**src/pkg/spwm_params.svh**
```systemverilog
// constants: register map, field positions, reset values, mode codes
`ifndef SPWM_PARAMS_SVH
`define SPWM_PARAMS_SVH

`define SPWM_ADDR_W 4
`define SPWM_DATA_W 8
`define SPWM_A_UNIT_CTRL 4'h0
`define SPWM_A_DUTY_UPPER 4'h1
`define SPWM_A_DUTY_SHADOW 4'h2
`define SPWM_A_PERIOD_LIMIT 4'h3
`define SPWM_A_TIMER_CTRL 4'h4
`define SPWM_A_TIMER_COUNT 4'h5
`define SPWM_A_STATUS 4'h6
`define SPWM_A_PIN_DIR 4'h7

`define SPWM_RST_BYTE 8'h00
`define SPWM_RST_DIR 1'h1
`define SPWM_MODE_OFF 4'h0
`define SPWM_MODE_PWM_TOP 2'h3
`define SPWM_FLAG_BIT 0
`define SPWM_DIR_BIT 0

`define SPWM_PS_1 2'h0
`define SPWM_PS_4 2'h1
`define SPWM_PRE_MAX_1 6'h03
`define SPWM_PRE_MAX_4 6'h0F
`define SPWM_PRE_MAX_16 6'h3F
`define SPWM_PHASE_LAST 2'h3
`define SPWM_DUTY_ZERO 10'h000

`endif

```
**src/pkg/spwm_pkg.sv**
```systemverilog
// types shared by the pwm unit and its helpers
package spwm_pkg;
  typedef struct packed {
    logic [1:0] pad;
    logic [1:0] duty_low_bits;
    logic [3:0] unit_mode_select;
  } spwm_unit_ctrl_t;

  typedef struct packed {
    logic pad;
    logic [3:0] postscale_select;
    logic period_timer_on;
    logic [1:0] prescale_select;
  } spwm_timer_ctrl_t;

  typedef struct packed {
    logic step;
    logic tick;
    logic [1:0] phase;
  } spwm_timebase_t;

  typedef struct packed {
    logic [5:0] cnt;
  } spwm_pre_state_t;

  typedef struct packed {
    logic [7:0] duty_shadow;
    logic [1:0] low_latch;
  } spwm_buf_state_t;

  typedef struct packed {
    spwm_unit_ctrl_t unit_ctrl;
    logic [7:0] duty_upper;
    logic [7:0] period_limit;
    spwm_timer_ctrl_t timer_ctrl;
    logic [7:0] period_counter;
    logic [3:0] post_cnt;
    logic period_match_flag;
    logic pin_direction;
    logic pin_latch;
    logic pin_oe_n;
    logic [7:0] rdata;
  } spwm_top_state_t;
endpackage

```
**src/verilog/spwm_top.sv**
```systemverilog
// standard 10-bit pwm with 8-bit period timer, registers on a plain port
`timescale 1ns/10ps
`default_nettype none
`include "spwm_params.svh"

module spwm_top (
  input wire logic i_clk,
  input wire logic i_reset,
  input wire logic i_sleep,
  input wire logic [`SPWM_ADDR_W-1:0] i_addr,
  input wire logic [`SPWM_DATA_W-1:0] i_wdata,
  input wire logic i_wr,
  input wire logic i_rd,
  output logic [`SPWM_DATA_W-1:0] o_rdata,
  output logic o_pwm_pin_out,
  output logic o_pwm_pin_oe_n,
  output logic o_period_match_flag
);
  spwm_pkg::spwm_top_state_t st;
  spwm_pkg::spwm_top_state_t next_st;
  spwm_pkg::spwm_timebase_t tb;

  logic [9:0] duty_active;
  logic [9:0] duty_next;
  logic [7:0] duty_shadow;
  logic [9:0] time_base;
  logic [9:0] time_base_inc;
  logic pwm_active;
  logic unit_off;
  logic run;
  logic clear_pre;
  logic rollover;
  logic duty_hit;
  logic wr_ok;
  logic wr_shadow;
  logic flag_clear;
  logic post_hit;

  // true when a write lands on the given register
  function automatic logic wr_to(
    input logic wr,
    input logic [`SPWM_ADDR_W-1:0] addr,
    input logic [`SPWM_ADDR_W-1:0] target
  );
    wr_to = wr && (addr == target);
  endfunction

  // mode 11xx selects pwm; 0000 holds the unit in reset
  function automatic logic is_pwm(input logic [3:0] mode);
    is_pwm = (mode[3:2] == `SPWM_MODE_PWM_TOP);
  endfunction

  // sleep freezes everything but the read port, software writes included
  assign wr_ok = i_wr && !i_sleep;

  assign pwm_active = is_pwm(st.unit_ctrl.unit_mode_select);
  assign unit_off = (st.unit_ctrl.unit_mode_select == `SPWM_MODE_OFF);

  // period timer runs from the system clock only; no other source
  assign run = st.timer_ctrl.period_timer_on && !i_sleep;

  // a write to the counter or the timer control restarts the prescaler
  assign clear_pre = wr_to(wr_ok, i_addr, `SPWM_A_TIMER_COUNT)
    || wr_to(wr_ok, i_addr, `SPWM_A_TIMER_CTRL);

  spwm_prescaler u_pre (
    .i_clk(i_clk),
    .i_reset(i_reset),
    .i_run(run),
    .i_clear(clear_pre),
    .i_prescale_select(st.timer_ctrl.prescale_select),
    .o_tb(tb)
  );

  // shadow writable only outside pwm mode
  assign wr_shadow = wr_to(wr_ok, i_addr, `SPWM_A_DUTY_SHADOW)
    && !pwm_active;

  // counter equal to limit: this increment wraps and opens a new period
  assign rollover = tb.tick
    && (st.period_counter == st.period_limit);

  spwm_duty_buffer u_buf (
    .i_clk(i_clk),
    .i_reset(i_reset),
    .i_unit_off(unit_off),
    .i_load(rollover),
    .i_sw_write(wr_shadow),
    .i_sw_data(i_wdata),
    .i_duty_upper(st.duty_upper),
    .i_duty_low_bits(st.unit_ctrl.duty_low_bits),
    .o_duty_active(duty_active),
    .o_duty_next(duty_next),
    .o_duty_shadow(duty_shadow)
  );

  // 10-bit time base: counter with two low phase bits
  assign time_base = {st.period_counter, tb.phase};

  // compare against the value the base takes at this edge, so the pin
  // falls exactly duty x prescale cycles after it rose
  assign time_base_inc = time_base + 10'h001;
  assign duty_hit = tb.step && (time_base_inc == duty_active);

  assign flag_clear = wr_to(wr_ok, i_addr, `SPWM_A_STATUS)
    && i_wdata[`SPWM_FLAG_BIT];

  // postscaler only paces the flag, never the period
  assign post_hit = (st.post_cnt == st.timer_ctrl.postscale_select);

  always_comb begin
    next_st = st;

    // register writes
    if (wr_to(wr_ok, i_addr, `SPWM_A_UNIT_CTRL)) begin
      next_st.unit_ctrl.duty_low_bits = i_wdata[5:4];
      next_st.unit_ctrl.unit_mode_select = i_wdata[3:0];
    end
    if (wr_to(wr_ok, i_addr, `SPWM_A_DUTY_UPPER)) begin
      next_st.duty_upper = i_wdata;
    end
    if (wr_to(wr_ok, i_addr, `SPWM_A_PERIOD_LIMIT)) begin
      next_st.period_limit = i_wdata;
    end
    if (wr_to(wr_ok, i_addr, `SPWM_A_TIMER_CTRL)) begin
      next_st.timer_ctrl.postscale_select = i_wdata[6:3];
      next_st.timer_ctrl.period_timer_on = i_wdata[2];
      next_st.timer_ctrl.prescale_select = i_wdata[1:0];
      next_st.post_cnt = 4'h0;
    end
    if (wr_to(wr_ok, i_addr, `SPWM_A_PIN_DIR)) begin
      next_st.pin_direction = i_wdata[`SPWM_DIR_BIT];
    end

    // period counter: software load wins over counting
    if (wr_to(wr_ok, i_addr, `SPWM_A_TIMER_COUNT)) begin
      next_st.period_counter = i_wdata;
    end else if (rollover) begin
      next_st.period_counter = 8'h00;
    end else if (tb.tick) begin
      next_st.period_counter = st.period_counter + 8'h01;
    end

    // match flag through the postscaler; a set beats a same-cycle clear
    if (rollover && !wr_to(wr_ok, i_addr, `SPWM_A_TIMER_CTRL)) begin
      next_st.post_cnt = post_hit ? 4'h0 : st.post_cnt + 4'h1;
    end
    if (flag_clear) begin
      next_st.period_match_flag = 1'b0;
    end
    if (rollover && post_hit) begin
      next_st.period_match_flag = 1'b1;
    end

    // pin latch
    if (unit_off || !pwm_active) begin
      next_st.pin_latch = 1'b0;
    end else if (rollover) begin
      // zero duty never raises the pin
      next_st.pin_latch = (duty_next != `SPWM_DUTY_ZERO);
    end else if (duty_hit) begin
      // unreached when duty exceeds the period: level holds
      next_st.pin_latch = 1'b0;
    end

    // pin driven only in pwm mode with the direction bit cleared
    next_st.pin_oe_n = !(is_pwm(next_st.unit_ctrl.unit_mode_select)
      && !next_st.pin_direction);

    // read port: data stand in the cycle after the strobe
    next_st.rdata = `SPWM_RST_BYTE;
    if (i_rd) begin
      case (i_addr)
        `SPWM_A_UNIT_CTRL: begin
          next_st.rdata = st.unit_ctrl;
        end
        `SPWM_A_DUTY_UPPER: begin
          next_st.rdata = st.duty_upper;
        end
        `SPWM_A_DUTY_SHADOW: begin
          next_st.rdata = duty_shadow;
        end
        `SPWM_A_PERIOD_LIMIT: begin
          next_st.rdata = st.period_limit;
        end
        `SPWM_A_TIMER_CTRL: begin
          next_st.rdata = st.timer_ctrl;
        end
        `SPWM_A_TIMER_COUNT: begin
          next_st.rdata = st.period_counter;
        end
        `SPWM_A_STATUS: begin
          next_st.rdata = {7'h00, st.period_match_flag};
        end
        `SPWM_A_PIN_DIR: begin
          next_st.rdata = {7'h00, st.pin_direction};
        end
        default: begin
          next_st.rdata = `SPWM_RST_BYTE;
        end
      endcase
    end

    // in sleep, only the read port moves
    if (i_sleep) begin
      next_st.pin_latch = st.pin_latch;
      next_st.period_match_flag = st.period_match_flag;
    end
  end

  always_ff @(posedge i_clk) begin
    if (i_reset) begin
      st <= '0;
      st.pin_direction <= `SPWM_RST_DIR;
      st.pin_oe_n <= 1'b1;
    end else begin
      st <= next_st;
    end
  end

  assign o_rdata = st.rdata;
  assign o_pwm_pin_out = st.pin_latch;
  assign o_pwm_pin_oe_n = st.pin_oe_n;
  assign o_period_match_flag = st.period_match_flag;

  // resolution: log2(4 x (limit+1)) bits of the 10-bit duty are usable,
  // all ten only with limit at its top value
endmodule
`default_nettype wire

```
**src/verilog/spwm_prescaler.sv**
```systemverilog
// period timer prescaler: step and rollover strobes plus low time base bits
`timescale 1ns/10ps
`default_nettype none
`include "spwm_params.svh"

module spwm_prescaler (
  input wire logic i_clk,
  input wire logic i_reset,
  input wire logic i_run,
  input wire logic i_clear,
  input wire logic [1:0] i_prescale_select,
  output spwm_pkg::spwm_timebase_t o_tb
);
  spwm_pkg::spwm_pre_state_t st;
  spwm_pkg::spwm_pre_state_t next_st;
  logic [5:0] last;
  logic [1:0] phase;
  logic step;

  // the 2 extra base bits: clock phase at 1:1, prescaler bits otherwise
  always_comb begin
    case (i_prescale_select)
      `SPWM_PS_1: begin
        last = `SPWM_PRE_MAX_1;
        phase = st.cnt[1:0];
        step = 1'b1;
      end
      `SPWM_PS_4: begin
        last = `SPWM_PRE_MAX_4;
        phase = st.cnt[3:2];
        step = (st.cnt[1:0] == `SPWM_PHASE_LAST);
      end
      default: begin
        last = `SPWM_PRE_MAX_16;
        phase = st.cnt[5:4];
        step = (st.cnt[3:0] == 4'hF);
      end
    endcase
    next_st = st;
    if (i_clear) begin
      next_st.cnt = 6'h00;
    end else if (i_run) begin
      next_st.cnt = (st.cnt == last) ? 6'h00 : st.cnt + 6'h01;
    end
    o_tb.phase = phase;
    o_tb.step = i_run && !i_clear && step;
    o_tb.tick = i_run && !i_clear && (st.cnt == last);
  end

  always_ff @(posedge i_clk) begin
    if (i_reset) begin
      st <= '0;
    end else begin
      st <= next_st;
    end
  end
endmodule
`default_nettype wire

```
**src/verilog/spwm_duty_buffer.sv**
```systemverilog
// duty double buffer: shadow byte plus hidden 2-bit latch
`timescale 1ns/10ps
`default_nettype none
`include "spwm_params.svh"

module spwm_duty_buffer (
  input wire logic i_clk,
  input wire logic i_reset,
  input wire logic i_unit_off,
  input wire logic i_load,
  input wire logic i_sw_write,
  input wire logic [7:0] i_sw_data,
  input wire logic [7:0] i_duty_upper,
  input wire logic [1:0] i_duty_low_bits,
  output logic [9:0] o_duty_active,
  output logic [9:0] o_duty_next,
  output logic [7:0] o_duty_shadow
);
  spwm_pkg::spwm_buf_state_t st;
  spwm_pkg::spwm_buf_state_t next_st;

  always_comb begin
    next_st = st;
    o_duty_next = {i_duty_upper, i_duty_low_bits};
    if (i_unit_off) begin
      next_st = '0;
    end else if (i_load) begin
      next_st.duty_shadow = i_duty_upper;
      next_st.low_latch = i_duty_low_bits;
    end else if (i_sw_write) begin
      next_st.duty_shadow = i_sw_data;
    end
    o_duty_active = {st.duty_shadow, st.low_latch};
    o_duty_shadow = st.duty_shadow;
  end

  always_ff @(posedge i_clk) begin
    if (i_reset) begin
      st <= '0;
    end else begin
      st <= next_st;
    end
  end
endmodule
`default_nettype wire

```
**config.mk**
```make
export PLATFORM = sky130hd
export DESIGN_NAME = spwm_top
export DESIGN_NICKNAME = d
export VERILOG_FILES = /design/src/pkg/spwm_pkg.sv /design/src/verilog/spwm_top.sv /design/src/verilog/spwm_prescaler.sv /design/src/verilog/spwm_duty_buffer.sv
export VERILOG_INCLUDE_DIRS = /design/src /design/src/pkg
export SDC_FILE = /design/constraint.sdc
export NUM_CORES = 1
export LEC_CHECK = 0
export BUFFER_PORTS_ARGS = -buffer_cell sky130_fd_sc_hd__buf_4
export CAP_MARGIN = 25
export CORE_MARGIN = 5
export CORE_UTILIZATION = 50
export DETAILED_ROUTE_END_ITERATION = 16
export PLACE_DENSITY = 0.68
export SLEW_MARGIN = 20
export SYNTH_ARGS = -nofsm -noshare
export SYNTH_HDL_FRONTEND = slang
export SYNTH_SLANG_ARGS = --single-unit
```
**constraint.sdc**
```tcl
create_clock -name i_clk -period 3.5 [get_ports i_clk]
set_input_delay 0.35 -clock i_clk [delete_from_list [all_inputs] [get_ports i_clk]]
set_output_delay 0.35 -clock i_clk [all_outputs]
set_load 0.03 [all_outputs]
```
==> flow_summary.ini <==
[min_path]
min_path_type = input pin to flip-flop
worstHoldEndpoint = st[39]$_SDFFE_PP0P_
holdCritStartpoint = i_wdata[7]
whs_path_depth = 3

[cells_and_area]
diodes = 0
final_cells = 565
fin_nets = 479
nFillCells = 730
layout-drive-gt1-share = 0.149
stdcell_area_sq_um = 4270
synthToLayoutAreaGrowth_pct = 9.31
utilization = 0.556

[worst_setup_path]
cp-end-kind = flip-flop
cp-start-kind = flip-flop
path_class = flip-flop to flip-flop
ff2ff_path_depth = 9
cp.arrival_ns = 2.88
cpMostUsedCell = nor4_1
worstPathCellList = mux2i_1 -> o21ai_1 -> ha_1 -> nand4_1 -> xnor2_1 -> nor4_1 -> o2111ai_1 -> nor4_1 -> o22ai_1
reg2reg_from = st[24]$_SDFFE_PP0P_
reg2reg_to = o_pwm_pin_out$_SDFFE_PP0P_
cp_slowest_stage_delay_ns = 0.48
crit_path_max_fanout = 6
cp_data_required_time_ns = 3.71
slowest_stage = dfxtp_1
reg2reg_slack_ns = 0.83

[status]
status = finished, final reports clean

[route]
drc = 0
drtAntennaViolNets = 0
vias_per_cell = 6.06
routed-via-count = 3422
routedWlPerCell_um = 18.3
routed_wl_um = 10300
drt_iter0_drc = 318
dr.pass1.iters = 5

[clock_network]
cts_num_sinks = 69
cts_resized = 0
clock_latency_ns = 0.36
clk_path_buf_depth = 2
cts_setup_buffers = 0
htreeDepth = 3
root_buffer = clkbuf_8
cts_made_buffers = 9
cts_tree = built
cts.clk_slew.worst_paths_ns = 0.08
postCtsHoldBufs = 0

[sta]
fin_crit_ns = 2.67
final.setup.tns_ns = 0
slew_headroom = 0.427
rsz0062_at_grt = false
final_max_slew_viol_count = 0
worstMarginPinSlew_ns = 0.853
setup_viol = 0
hold_slack_ns = 0.279
clock.fmax_mhz = 375
timing.final.ws_setup_ns = 0.832
fin_crit_sh = 0.762
hold_violations = 0
finClkSkew_ns = 0.0123

[global_routing]
antenna_found_initial = 0
use_met3 = 0.0517
grt_pass1_vias = 3191
busiest_layer = met2
grtUsageTotal = 0.218
grtUsageMet2 = 0.333
met1_usage = 0.302
overflow = 0
grt_max_degree = 47
grt_pass1_wl_um = 17000

[floorplan]
io_pins = 28
core_area_sq_um = 7690
std_cell_rows = 32
dieArea_sq_um = 9690
die_height_um = 98.4
floorplan.initialDensity = 0.509
die_width_um = 98.4

[yosys]
yosysWarnings = 0
synth_top_area_frac = 0.353
syn_area_sq_um = 3910
async_flop_share = 0
synth_cells = 450
yosys.area.top_type = dfxtp_1
synthTopCellsByArea = dfxtp_1 35%, mux2i_1 8.2%, nor2_1 5.7%, xnor2_1 5.2%, a21oi_1 3.8%
synth-edff-count = 0
ys_types = 66
ys_seq_area_frac = 0.353
ys_dominant_reg_cell = dfxtp_1
syn_avg_cell_area_sq_um = 8.69
ys_ff_latch = 69
synth_nets = 471

[power]
ir_drop_mv = 0.205
p_leak_nw = 1.59
total_power_mw = 1.55
powerDensity_nw_per_um2 = 363

[placement]
placed_cell_area_sq_um = 4070
post-dp-hpwl_um = 7500
preCtsSetupSlack_ns = 0.873
portBuffers = 27
placed_cells = 548
place.gp.congestion = 0.935

[flow_run]
drv_cap = 0
==> how the worst max path moves through the flow <==
stage / startpoint / endpoint
floorplan: st[24]$_SDFFE_PP0P_ / o_pwm_pin_out$_SDFFE_PP0P_
global placement: st[24]$_SDFFE_PP0P_ / o_pwm_pin_out$_SDFFE_PP0P_
detailed placement: st[24]$_SDFFE_PP0P_ / o_pwm_pin_out$_SDFFE_PP0P_
CTS: st[24]$_SDFFE_PP0P_ / o_pwm_pin_out$_SDFFE_PP0P_
global route: st[24]$_SDFFE_PP0P_ / o_pwm_pin_out$_SDFFE_PP0P_
finish: st[24]$_SDFFE_PP0P_ / o_pwm_pin_out$_SDFFE_PP0P_
==> final cells by class <==
| class | instances | area [sq um] | share of cell area |
|---|---|---|---|
| multi-input combinational | 341 | 2300 | 0.539 |
| clock inverter | 7 | 72.6 | 0.0170 |
| clock buffer | 9 | 124 | 0.0290 |
| inverter | 3 | 11.3 | 0.00263 |
| sequential | 69 | 1380 | 0.323 |
| tap | 102 | 128 | 0.0299 |
| timing repair buffer | 34 | 253 | 0.0591 |
==> placed cells by master (no fill, tap or decap), types with 9 or more instances in the layout <==
| cell | synthesis | final |
|---|---|---|
| a211oi_1 | 9 | 9 |
| nand3_1 | 28 | 28 |
| xnor2_1 | 23 | 23 |
| a21oi_1 | 30 | 30 |
| nor2_1 | 59 | 59 |
| clkbuf_8 | 0 | 9 |
| dfxtp_1 | 69 | 69 |
| mux2i_1 | 32 | 32 |
| nand2_1 | 33 | 33 |
| buf_4 | 11 | 33 |
==> cell families after synthesis <==
family	after synthesis	share of synthesized area
flops	69	0.353
buf+inv	40	0.0573
fa+ha+maj	4	0.0128
mux	42	0.119
simple gates	173	0.225
compound gates	91	0.161
xor+xnor	31	0.0714
==> routing by layer <==
layer,vias up,share of wire
met3,25,0.071
li1,1639,-
met5,-,0
met1,1629,0.45
met2,129,0.46
met4,0,0.023
==> synth_stat cells, drive strengths merged, types with 9 or more instances <==
library cell  instances
xnor2                24
a21oi                31
a211oi                9
nor2                 59
nand2                33
nand3                28
buf                  24
mux2i                32
dfxtp                69
clkbuf               13
==> flip-flops by register name (all words and copies together) (netlist names) <==
name,count
o_period_match_flag,1
o_rdata,8
u_pre.st,6
o_pwm_pin_oe_n,1
u_buf.o_duty_shadow,8
o_pwm_pin_out,1
st,42
u_buf.o_duty_active,2
==> power breakdown <==
group	total, mW	leakage (nW)	switching [mW]	internal (mW)
registers	0.793	0.556	0.00491	0.788
logic	0.104	0.939	0.0669	0.0372
clock network	0.657	0.0960	0.325	0.331
total	1.55	1.59	0.397	1.16
==> worst max-delay path, delay by kind of cell (launching register included) <==
family          cells  cell delay (ns)
simple gates        3             0.71
compound gates      3             0.67
flops               1             0.48
fa+ha+maj           1             0.35
xor+xnor            1             0.18
mux                 1             0.13
(Power assumes the default switching activity.)
